--- src/hw/scp_map.svh ---
// constants for the sensor command/status parameter bank
//
// Summary of operation
// - system command write acts at once: 128 reset, 130 factory reset, 162 teach.
// - code 163 stores settings persistently, taking up to 600 ms.
// - while storing, no further data or telegrams are accepted.
// - status word low twelve bits hold the measurement cycle number.
// - status bits twelve and thirteen are reserved, read zero.
// - status bit fourteen is set when operating status changes.
// - event reason is readable from parameter index 2162.
// - status bit fifteen is one while a valid result exists.
// - teach status reads 0 ok, 1 busy, 128 error; starts at 0.
// - alignment record reports first and last beam signal levels.
// - last beam level sits in bits 31..16, default zero.
// - first beam level sits in bits 15..0, default zero.
`ifndef SCP_MAP_SVH
`define SCP_MAP_SVH

// ==========================================================
// parameter indices
`define SCP_IDX_SYSTEM_COMMAND   16'h0002
`define SCP_IDX_TEACH_RESULT     16'h0045
`define SCP_IDX_ALIGNMENT        16'h0046
`define SCP_IDX_STATE_WORD       16'h00A2
`define SCP_IDX_EVENT_REASON     16'h0872

// ==========================================================
// command codes
`define SCP_CMD_RESET            8'h80
`define SCP_CMD_FACTORY          8'h82
`define SCP_CMD_TEACH            8'hA2
`define SCP_CMD_SAVE             8'hA3

// ==========================================================
// teach result codes
`define SCP_TEACH_OK             8'h00
`define SCP_TEACH_BUSY           8'h01
`define SCP_TEACH_ERR            8'h80

// ==========================================================
// field positions
`define SCP_CYCLE_MSB            11
`define SCP_EVENT_BIT            14
`define SCP_VALID_BIT            15
`define SCP_LAST_LSB             16

// ==========================================================
// timing
`define SCP_CLK_HZ               50000000
`define SCP_SAVE_MS              600
`define SCP_SAVE_CYCLES          ((`SCP_CLK_HZ / 1000) * `SCP_SAVE_MS)

`endif

--- src/hw/scp_pkg.sv ---
// types for the sensor command/status parameter bank
`default_nettype none
package scp_pkg;
	typedef enum logic [1:0] {
		SCP_IDLE  = 2'b00,
		SCP_TEACH = 2'b01,
		SCP_SAVE  = 2'b10
	} scp_state_t;
endpackage
`default_nettype wire

--- src/hw/scp_bank.sv ---
// parameter bank: system command, status word, teach result, alignment
`timescale 1ns/1ps
`default_nettype none
`include "scp_map.svh"

module scp_bank
	import scp_pkg::*;
#(
	parameter int SAVE_CYCLES = `SCP_SAVE_CYCLES
) (
	// clock and reset
	input  wire logic        I_CLK,
	input  wire logic        I_RSTN,
	// parameter access from the link layer
	input  wire logic        i_req,
	input  wire logic        i_wr,
	input  wire logic [15:0] i_index,
	input  wire logic [7:0]  i_wdata,
	output logic             o_ack,
	output logic             o_nack,
	output logic             o_busy,
	output logic [31:0]      o_rdata,
	// measurement core
	input  wire logic        i_meas_done,
	input  wire logic [11:0] i_meas_cycle,
	input  wire logic        i_meas_valid,
	input  wire logic [7:0]  i_op_status,
	input  wire logic [15:0] i_first_raw,
	input  wire logic [15:0] i_last_raw,
	input  wire logic [1:0]  i_reserve_shift,
	input  wire logic        i_teach_done,
	input  wire logic        i_teach_fail,
	// command strobes to the device
	output logic             o_dev_reset,
	output logic             o_factory_reset,
	output logic             o_teach_start,
	output logic             o_store_start
);

	// ==========================================================
	// access timing as seen by the link layer
	//  - a request is taken on the edge where i_req is high, one edge per access
	//  - exactly one of o_ack and o_nack answers on the next edge, for one cycle
	//  - read data stands beside the ack for that cycle and is zero otherwise
	//  - command strobes go out beside the ack, so the device acts at once
	//  - unknown indices and writes to anything but the command are refused
	//  - codes outside the four commands are refused and change nothing
	//  - a store locks the bank: every request is refused until o_busy falls
	//  - the event bit clears on a taken read of the state word; a change wins
	// after reset all outputs are low, the teach result is ok, both levels zero
	// the store time is counted on the one clock, so SAVE_CYCLES has to follow
	// the clock rate; the default assumes the 50 MHz system clock

	// ==========================================================
	// state
	scp_state_t  state;
	logic [31:0] save_cnt;
	logic [11:0] cycle_num;
	logic        valid;
	logic        event_flag;
	logic [7:0]  event_reason;
	logic [7:0]  op_status_q;
	logic [7:0]  teach_result;
	logic [15:0] first_lvl;
	logic [15:0] last_lvl;

	// scaling by reserve: higher reserve lowers the reported level
	// a plain shift keeps the scaling free of multipliers; the reserve code
	// is the shift count, so code 3 divides the level by eight
	function automatic logic [15:0] scale_lvl(input logic [15:0] raw, input logic [1:0] sh);
		scale_lvl = raw >> sh;
	endfunction

	// ==========================================================
	// decode
	wire storing   = (state == SCP_SAVE);
	wire acc       = i_req && !storing;
	wire wr_cmd    = acc && i_wr && (i_index == `SCP_IDX_SYSTEM_COMMAND);
	wire cmd_ok    = (i_wdata == `SCP_CMD_RESET) || (i_wdata == `SCP_CMD_FACTORY) ||
	                 (i_wdata == `SCP_CMD_TEACH) || (i_wdata == `SCP_CMD_SAVE);
	wire cmd_go    = wr_cmd && cmd_ok;
	// one decode per command, shared by the strobes and the sequencer;
	// a telegram during a store never reaches here, acc already blocks it
	wire go_reset   = cmd_go && (i_wdata == `SCP_CMD_RESET);
	wire go_factory = cmd_go && (i_wdata == `SCP_CMD_FACTORY);
	wire go_teach   = cmd_go && (i_wdata == `SCP_CMD_TEACH);
	wire go_save    = cmd_go && (i_wdata == `SCP_CMD_SAVE);
	// a teach is still open while its result reads busy and no end is seen
	wire teach_end  = i_teach_done || i_teach_fail;
	wire teach_open = (teach_result == `SCP_TEACH_BUSY) && !teach_end;
	wire rd_state  = acc && !i_wr && (i_index == `SCP_IDX_STATE_WORD);
	wire rd_known  = (i_index == `SCP_IDX_STATE_WORD) || (i_index == `SCP_IDX_TEACH_RESULT) ||
	                 (i_index == `SCP_IDX_ALIGNMENT) || (i_index == `SCP_IDX_EVENT_REASON);
	wire good      = cmd_go || (acc && !i_wr && rd_known);
	wire st_change = (i_op_status != op_status_q);
	wire [15:0] state_word = {valid, event_flag, 2'b00, cycle_num};
	wire [31:0] align_word = {last_lvl, first_lvl};

	wire [31:0] next_rdata =
		(i_index == `SCP_IDX_STATE_WORD)   ? {16'h0000, state_word} :
		(i_index == `SCP_IDX_TEACH_RESULT) ? {24'h000000, teach_result} :
		(i_index == `SCP_IDX_ALIGNMENT)    ? align_word :
		(i_index == `SCP_IDX_EVENT_REASON) ? {24'h000000, event_reason} : 32'h00000000;

	// ==========================================================
	// access answer; a request during storing is refused
	always_ff @(posedge I_CLK or negedge I_RSTN) begin
		if (!I_RSTN) begin
			o_ack   <= 1'b0;
			o_nack  <= 1'b0;
			o_rdata <= 32'h00000000;
		end else begin
			o_ack   <= good;
			o_nack  <= i_req && !good;
			o_rdata <= (acc && !i_wr) ? next_rdata : 32'h00000000;
		end
	end

	// command strobes, one cycle each, issued at once
	always_ff @(posedge I_CLK or negedge I_RSTN) begin
		if (!I_RSTN) begin
			o_dev_reset     <= 1'b0;
			o_factory_reset <= 1'b0;
			o_teach_start   <= 1'b0;
			o_store_start   <= 1'b0;
		end else begin
			o_dev_reset     <= go_reset;
			o_factory_reset <= go_factory;
			o_teach_start   <= go_teach;
			o_store_start   <= go_save;
		end
	end

	// ==========================================================
	// teach/save sequencer; save holds the bank busy for the full store time
	// a save may arrive while a teach runs: the store lock must still apply,
	// otherwise telegrams would be taken during the store; once the store
	// is over the sequencer goes back to tracking the open teach
	always_ff @(posedge I_CLK or negedge I_RSTN) begin
		if (!I_RSTN) begin
			state    <= SCP_IDLE;
			save_cnt <= 32'h00000000;
			o_busy   <= 1'b0;
		end else begin
			unique case (state)
				SCP_IDLE, SCP_TEACH: begin
					if (go_save) begin
						state    <= SCP_SAVE;
						save_cnt <= 32'(SAVE_CYCLES - 1);
						o_busy   <= 1'b1;
					end else if (go_teach) begin
						state <= SCP_TEACH;
					end else if ((state == SCP_TEACH) && teach_end) begin
						state <= SCP_IDLE;
					end
				end
				SCP_SAVE: begin
					if (save_cnt == 32'h00000000) begin
						state  <= teach_open ? SCP_TEACH : SCP_IDLE;
						o_busy <= 1'b0;
					end else begin
						save_cnt <= save_cnt - 32'h00000001;
					end
				end
				default: state <= SCP_IDLE;
			endcase
		end
	end

	// teach result follows the teach, even when a store runs meanwhile
	always_ff @(posedge I_CLK or negedge I_RSTN) begin
		if (!I_RSTN) begin
			teach_result <= `SCP_TEACH_OK;
		end else if (go_teach) begin
			teach_result <= `SCP_TEACH_BUSY;
		end else if (teach_end && (teach_result == `SCP_TEACH_BUSY)) begin
			teach_result <= i_teach_fail ? `SCP_TEACH_ERR : `SCP_TEACH_OK;
		end
	end

	// ==========================================================
	// measurement status; event set wins over clear-on-read
	// only a taken read clears the flag: a read refused during a store
	// leaves it standing, so no event is lost
	always_ff @(posedge I_CLK or negedge I_RSTN) begin
		if (!I_RSTN) begin
			cycle_num    <= 12'h000;
			valid        <= 1'b0;
			event_flag   <= 1'b0;
			event_reason <= 8'h00;
			op_status_q  <= 8'h00;
		end else begin
			op_status_q <= i_op_status;
			valid       <= i_meas_valid;
			if (i_meas_done)
				cycle_num <= i_meas_cycle;
			if (st_change) begin
				event_flag   <= 1'b1;
				event_reason <= i_op_status;
			end else if (rd_state) begin
				event_flag   <= 1'b0;
			end
		end
	end

	// alignment levels latched per measurement, reserve-scaled
	// both halves move on the same edge, so a read never mixes the first
	// and last beam of two different measurements
	always_ff @(posedge I_CLK or negedge I_RSTN) begin
		if (!I_RSTN) begin
			first_lvl <= 16'h0000;
			last_lvl  <= 16'h0000;
		end else if (i_meas_done) begin
			first_lvl <= scale_lvl(i_first_raw, i_reserve_shift);
			last_lvl  <= scale_lvl(i_last_raw, i_reserve_shift);
		end
	end

endmodule
`default_nettype wire

--- config.mk ---
export PLATFORM = sky130hd
export DESIGN_NAME = scp_bank
export DESIGN_NICKNAME = d
export VERILOG_FILES = /design/src/hw/scp_pkg.sv /design/src/hw/scp_bank.sv
export VERILOG_INCLUDE_DIRS = /design/src /design/src/hw
export SDC_FILE = /design/constraint.sdc
export NUM_CORES = 1
export LEC_CHECK = 0
export BUFFER_PORTS_ARGS = -buffer_cell sky130_fd_sc_hd__buf_2
export CORE_AREA = 2 2 151 153
export CTS_CLUSTER_DIAMETER = 30
export CTS_CLUSTER_SIZE = 10
export DETAILED_ROUTE_END_ITERATION = 8
export DIE_AREA = 0 0 153 155
export HOLD_SLACK_MARGIN = 0.02
export PLACE_DENSITY = 0.57
export SLEW_MARGIN = 20
export SYNTH_ARGS = -nofsm -noshare
export SYNTH_HDL_FRONTEND = slang
export SYNTH_SLANG_ARGS = --single-unit
--- constraint.sdc ---
create_clock -name I_CLK -period 2.6 [get_ports I_CLK]
set_input_delay 0.52 -clock I_CLK [delete_from_list [all_inputs] [get_ports I_CLK]]
set_output_delay 0.52 -clock I_CLK [all_outputs]
set_load 0.05 [all_outputs]
==> flow_summary.toml, run 1 <==
[die]
dieArea_mm2 = 0.0237
rows = 55
start_util_pct = 29.5
die_w_um = 153
die_h_um = 155
core_mm2 = 0.0222
io_pins = 125

[yosys]
ys_async_sr_fraction_pct = 100
synth.avg_cell_area_um2 = 11.9
synth-compound-area-share_pct = 10.4
synth_top_family_by_area = "multiplexers"
ys_ff_latch = 137
synthMuxAreaShare_pct = 16.8
synth_fp_nets = 641
synthXorXnorAreaFrac_pct = 1.33
ys.flop_type = "dfrtp_1"
synth_area_mm2 = 0.00656
ys_warn_count = 0
syn_inst = 553
synth-simple-area-share_pct = 16.4
ys_seq_area_share_pct = 52.2
synth_edf_count = 0
synth.distinct_cells = 59
synthAdderAreaFrac_pct = 0.381

[setup_path]
r2r_cells = 6
reg2reg_to = "save_cnt[14]"
crit_path_start = "save_cnt[8]"
crit_end = "save_cnt[14]"
cp_max_fo = 8
r2r_slack_ps = 120
end_kind = "register"
cp-start-kind = "register"
cp_data_arrival_time_ps = 2820
timing.rr.start = "save_cnt[8]"
cp_data_required_time_ps = 2950
timing_worst_setup_path_type = "reg -> reg"

[cts]
cts-buffers-inserted = 17
ctsHtreeMaxLevel = 4
cts_tree = "done"
cts_setup_buffers = 0
clock-root-buffer = "clkbuf_16"
clk_path_buf_depth = 2
path_clk_slew_ps = 70
clk_latency_ps = 420
clock-sinks = 137

[sta]
fin_ws_ps = 125
timing.final.crit_share_pct = 95.2
worst_slew_pin_slew_ps = 615
setup_viol = 0
fin_crit_ps = 2480
slew_violations = 0
finClkSkew_ps = 12.1
finalHoldViolCount = 0
relSlewSlack_pct = 59.0
clock.fmax_mhz = 404
rsz0062_at_grt = "false"

[final_layout]
nNetsFinal = 802
drive_gt1_share_pct = 40.2
multi_input_area_mm2 = 0.00302
area_growth_pct = 28.8
register_area_mm2 = 0.00343
fillerInstances = 2184

[power_and_ir_drop]
cellPowerDensity_mw_per_mm2 = 594
peakVddDrop_mv = 0.381
total_leakage_power_nw = 3.67
finalPower_w = 0.00502

[route]
wirelength_um = 16000
viasPerCell = 4.97
ant_nets = 0
drc_errors = 0
drt_iter0_drc = 297
vias = 5039
wire_per_inst_um = 15.8
dr.pass1.iters = 4

[global_route]
grt_overflow = 0
grt_max_degree = 59
first_global_vias = 5045
grt_pass1_wl_um = 26200
grt_usage_pct = 13.7
antenna_found_initial = 2

[status]
status = "completed"

[place]
pre_cts_ws_ps = -370
dp_hpwl_um = 11700
place.gp.congestion = 0.765
io_buffers = 124

[worst_hold_path]
min_path_type = "in -> async"

[job]
cap_violations = 0
-- synth_stat cells (3+ instances only) --
library cell  count  share of area (%)
nand4_1           5               0.48
mux2_2           47                8.1
inv_1            12               0.69
or3_1            16                1.5
or4_1            15                1.7
mux4_2           20                6.9
a211oi_1          3               0.34
a22o_1            6               0.80
clkbuf_1         16               0.92
a21oi_1          26                2.0
a31oi_1           4               0.38
a22oi_1           6               0.69
nand2_1          22                1.3
nor2_1           30                1.7
nor3_1            8               0.61
nand2b_1          6               0.57
nand3_1          15                1.1
o2bb2ai_1         7               0.93
o31ai_1           8               0.92
mux2i_1          12                1.8
buf_1             7               0.40
nor4_1           11                1.0
nor2b_1           6               0.57
and3_1           24                2.3
o21ai_0          21                1.6
buf_2             6               0.46
or2_2             6               0.57
o41ai_1           3               0.40
dfrtp_1         137                 52
xor2_1            9                1.2
or4b_2            4               0.61
-- worst min path at each step --
stage / slack [ps] / cells past startpoint / endpoint / startpoint
floorplan: 220 / 0 / cycle_num[0] / I_RSTN
global placement: 450 / 1 / o_rdata[15] / valid
detailed placement: 460 / 1 / o_rdata[15] / valid
CTS: 100 / 1 / o_busy / I_RSTN
global route: 110 / 1 / o_busy / I_RSTN
finish: 80 / 1 / save_cnt[7] / I_RSTN
-- cell type report --
type / instances / area share, %
Timing Repair Buffer: 171 / 12.2
Antenna cell: 1 / 0.0296
Inverter: 12 / 0.533
Clock buffer: 17 / 5.03
Multi-Input combinational cell: 375 / 35.7
Tap cell: 285 / 4.22
Sequential cell: 137 / 40.6
Clock inverter: 15 / 1.72
-- what timing repair did --
| action | in CTS | in global routing |
|---|---|---|
| gates resized for setup | 0 | 2 |
| endpoints found under the setup margin | 0 | 2 |
| hold buffers | 0 | 0 |
-- metrics by stage --
| stage | setup TNS [ps] | util [%] | cell area [µm²] | hold WS [ps] | instances |
|---|---|---|---|---|---|
| 6_report | 0 | 38.0 | 8450 | 77.7 | 1013 |
| 5_1_grt | 0 | 38.0 | 8450 | 111 | 1012 |
| 4_1_cts | 0 | 38.0 | 8440 | 97.3 | 1012 |
| 3_5_place_dp | -13330 | 35.4 | 7870 | 459 | 980 |
| 3_3_place_gp | -12260 | 35.4 | 7870 | 449 | 980 |
| 2_1_floorplan | -1970 | - | 6600 | 224 | 553 |
-- registers in the layout (all words and copies together), names as in the netlist --
| signal | count |
|---|---|
| teach_result | 2 |
| o_factory_reset | 1 |
| first_lvl | 16 |
| op_status_q | 8 |
| o_rdata | 32 |
| o_busy | 1 |
| event_reason | 8 |
| last_lvl | 16 |
| o_nack | 1 |
| o_ack | 1 |
| valid | 1 |
| o_dev_reset | 1 |
| event_flag | 1 |
| o_teach_start | 1 |
| state | 2 |
| o_store_start | 1 |
| cycle_num | 12 |
| save_cnt | 32 |
-- power by group --
group	internal, W	switching, W	total [W]
Clock	0.00128	0.00106	0.00233
Combinational	0.000215	0.000186	0.000401
Sequential	0.00223	0.0000487	0.00228
-- placed cells by master, fill, tap and decap left out, types with 7 or more instances in the layout --
cell,n
nor2_1,30
mux2i_1,12
or3_1,16
a21oi_1,26
buf_4,43
o21ai_0,21
mux2_2,47
o2bb2ai_1,7
inv_1,12
or4_1,14
nand2_1,22
xor2_1,9
nor3_1,7
buf_2,123
mux4_2,20
dfrtp_1,137
and3_1,24
nor4_1,11
clkbuf_16,17
nand3_1,15
o31ai_1,8
-- routing by layer --
metal | part of all wire (%) | GRT usage, % | vias up
li1 | - | - | 2419
met1 | 47 | 18.7 | 2515
met2 | 49 | 22.2 | 94
met3 | 3.6 | 3.40 | 9
met4 | 0.65 | 3.17 | 2
met5 | 0.081 | 0 | -
-- cells by family after synthesis --
logic type	Yosys count
AO/OA/AOI/OAI	100
XOR/XNOR	10
adder cells (fa/ha/maj)	2
buffers and inverters	41
flip-flops	137
multiplexers	79
AND/OR/NAND/NOR	184
-- critical path: stages, from the launching register on --
cell and delay (ps):
dfrtp_1 430, or4_1 550, or4_1 490, buf_4 200, or2_2 310, or3_1 340, nand3_1 80
Power figures use the tool's default switching activity.
==> inputs of run 2 (changes only) <==
Settings changed: ABC_AREA from default to 1, CORE_AREA 2 2 151 153 to 2 2 156 158, DIE_AREA 0 0 153 155 to 0 0 158 160.
==> run 2 against run 1 <==
Effect of this change: setup slack improved by 590 ps; largest cell class unchanged; die area increased by 6.6%; clock-buffer cell count increased by 3; fmax increased by 31%; clock power increased by 3%; synthesized cell count increased by 71%; highest routed layer is now met4; non-clock buffer count decreased by 26; sequential share of layout area decreased by 1.0 points.
==> flow_summary.toml, run 2 <==
[setup_path]
timing_worst_setup_path_type = "reg -> reg"
cp_slowest_cell = "dfrtp_1"
cp_data_required_time_ps = 2910
cp_data_arrival_time_ps = 2190
end_kind = "register"
cp-start-kind = "register"
cpPeakStageDelay_ps = 350
cp_max_fo = 6
cp_cell_sequence = "inv_1 > ha_1 > inv_1 > nor2_1 > nand2_1 > xnor2_1 > o21ai_0 > nand2_1"

[yosys]
synth_edf_count = 0
netlist.area_leader.share_pct = 48.9
synth_fp_nets = 1034
ys_warn_count = 0
synth.distinct_cells = 34
synth_commonest_cells = "nand2_1, nor2_1, dfrtp_1, inv_1, o21ai_0"
ys.flop_type = "dfrtp_1"
ys_async_sr_fraction_pct = 100
synthTopCellsByArea = "dfrtp_1, nand2_1, nor2_1"
ys_ff_latch = 137
synth.avg_cell_area_um2 = 7.42
ys_seq_area_share_pct = 48.9
synth_area_mm2 = 0.00702
yosys.area.top_type = "dfrtp_1"
syn_inst = 946
post-synth-top-count-cell = "nand2_1"

[cts]
ctsHoldBuffers = 0
cts-buffers-inserted = 17
cts_tree = "done"
clock-root-buffer = "clkbuf_16"
path_clk_slew_ps = 60
clock-sinks = 137
clk_path_buf_depth = 2
cts_resized = 0
cts_setup_buffers = 0
clk_latency_ps = 420
ctsHtreeMaxLevel = 4

[sta]
finClkSkew_ps = 9.60
worst_slew_pin_slew_ps = 690
slew_violations = 0
setup_viol = 0
clock.fmax_mhz = 531
rsz0062_at_grt = "false"
finalHoldViolCount = 0
timing.final.crit_share_pct = 72.5
finalSetupTns_ps = 0
fin_crit_ps = 1880
relSlewSlack_pct = 53.9

[global_route]
grt_usage_pct = 16.3
antenna_found_initial = 0
grt_pass1_wl_um = 32600
grt_overflow = 0
first_global_vias = 6347
grt_max_degree = 54

[power_and_ir_drop]
cellPowerDensity_mw_per_mm2 = 584
peakVddDrop_mv = 0.376
total_leakage_power_nw = 4.80
finalPower_w = 0.00506

[die]
core_mm2 = 0.0238
io_pins = 125
die_h_um = 160
die_w_um = 158
start_util_pct = 29.5
rows = 57
dieArea_mm2 = 0.0253

[worst_hold_path]
min_path_type = "in -> async"

[final_layout]
nNetsFinal = 1167
fillerInstances = 2582
diodes = 0
mostFrequentLayoutCells = "nand2_1, nor2_1, dfrtp_1"
largestRegisters = "o_rdata (32), save_cnt (32)"
register_area_mm2 = 0.00343
drive_gt1_share_pct = 17.8
multi_input_area_mm2 = 0.00306
area_growth_pct = 23.4
final_common_cell = "nand2_1"

[place]
dp_hpwl_um = 14300
io_buffers = 124
place.gp.congestion = 0.862

[route]
drt_iter0_drc = 404
viasPerCell = 4.49
ant_nets = 0
dr.pass1.iters = 7
vias = 6363
wire_per_inst_um = 13.6
wirelength_um = 19300
drc_errors = 0

[job]
cap_violations = 0

[status]
status = "completed"
## run 2: report_power, final
part / switching (W) / internal (W) / leakage, nW / total [W]
clock: 0.000971 / 0.00143 / 0.280 / 0.00240
combinational: 0.000251 / 0.000147 / 2.72 / 0.000398
sequential: 0.0000394 / 0.00222 / 1.80 / 0.00226
total: 0.00126 / 0.00379 / 4.80 / 0.00506
## run 2: worst paths after layout
path                               from              end  slack (ps)  cells past startpoint
max reg2reg                 save_cnt[0]     save_cnt[14]         720                      8
min                              I_RSTN  o_factory_reset          50                      1
min in group I_CLK         i_meas_valid            valid         240                      1
max                         save_cnt[0]     save_cnt[14]         720                      8
max in group asynchronous        I_RSTN     first_lvl[7]        1890                      2
min reg2reg                       valid      o_rdata[15]         490                      2
## run 2: kinds of logic after synthesis
| kind of cell | synth area share (%) |
|---|---|
| flip-flops | 48.9 |
| AO/OA/AOI/OAI | 8.58 |
| adder cells (fa/ha/maj) | 0.357 |
| buffers and inverters | 7.59 |
| XOR/XNOR | 2.37 |
| AND/OR/NAND/NOR | 32.1 |
| multiplexers | 0.143 |
## run 2: through the flow
step / hold slack, ps / area [µm²] / utilization (%) / std cells / worst slack (ps)
after global routing: 75.7 / 8660 / 36.4 / 1416 / 532
after detailed placement: 465 / 8080 / 33.9 / 1384 / 461
final: 49.7 / 8660 / 36.4 / 1416 / 716
after floorplan: 224 / 7020 / - / 946 / 986
after CTS: 55.8 / 8660 / 36.4 / 1416 / 744
after global placement: 469 / 8080 / 33.9 / 1384 / 482
## run 2: worst max-delay path: cells and delay by family, from the launching register on
kind,cells,cell delay (ps)
compound gates,1,140
simple gates,3,590
buf+inv,2,260
xor+xnor,1,160
flops,1,350
fa+ha+maj,1,270
## run 2: area by class of cell
| cell class | count | area share (%) |
|---|---|---|
| well taps | 324 | 4.68 |
| multi-input cells | 679 | 35.3 |
| repair buffers | 145 | 9.49 |
| inverters | 99 | 4.29 |
| flip-flops and latches | 137 | 39.6 |
| clock buffers | 20 | 5.04 |
| clock inverters | 12 | 1.65 |
## run 2: metal layers
metal / global-route usage, % / part of all wire [%] / vias up
li1: - / - / 3241
met1: 22.8 / 48 / 2949
met2: 25.3 / 45 / 153
met3: 3.77 / 5.3 / 20
met4: 4.46 / 1.4 / 0
met5: 0 / 0 / -
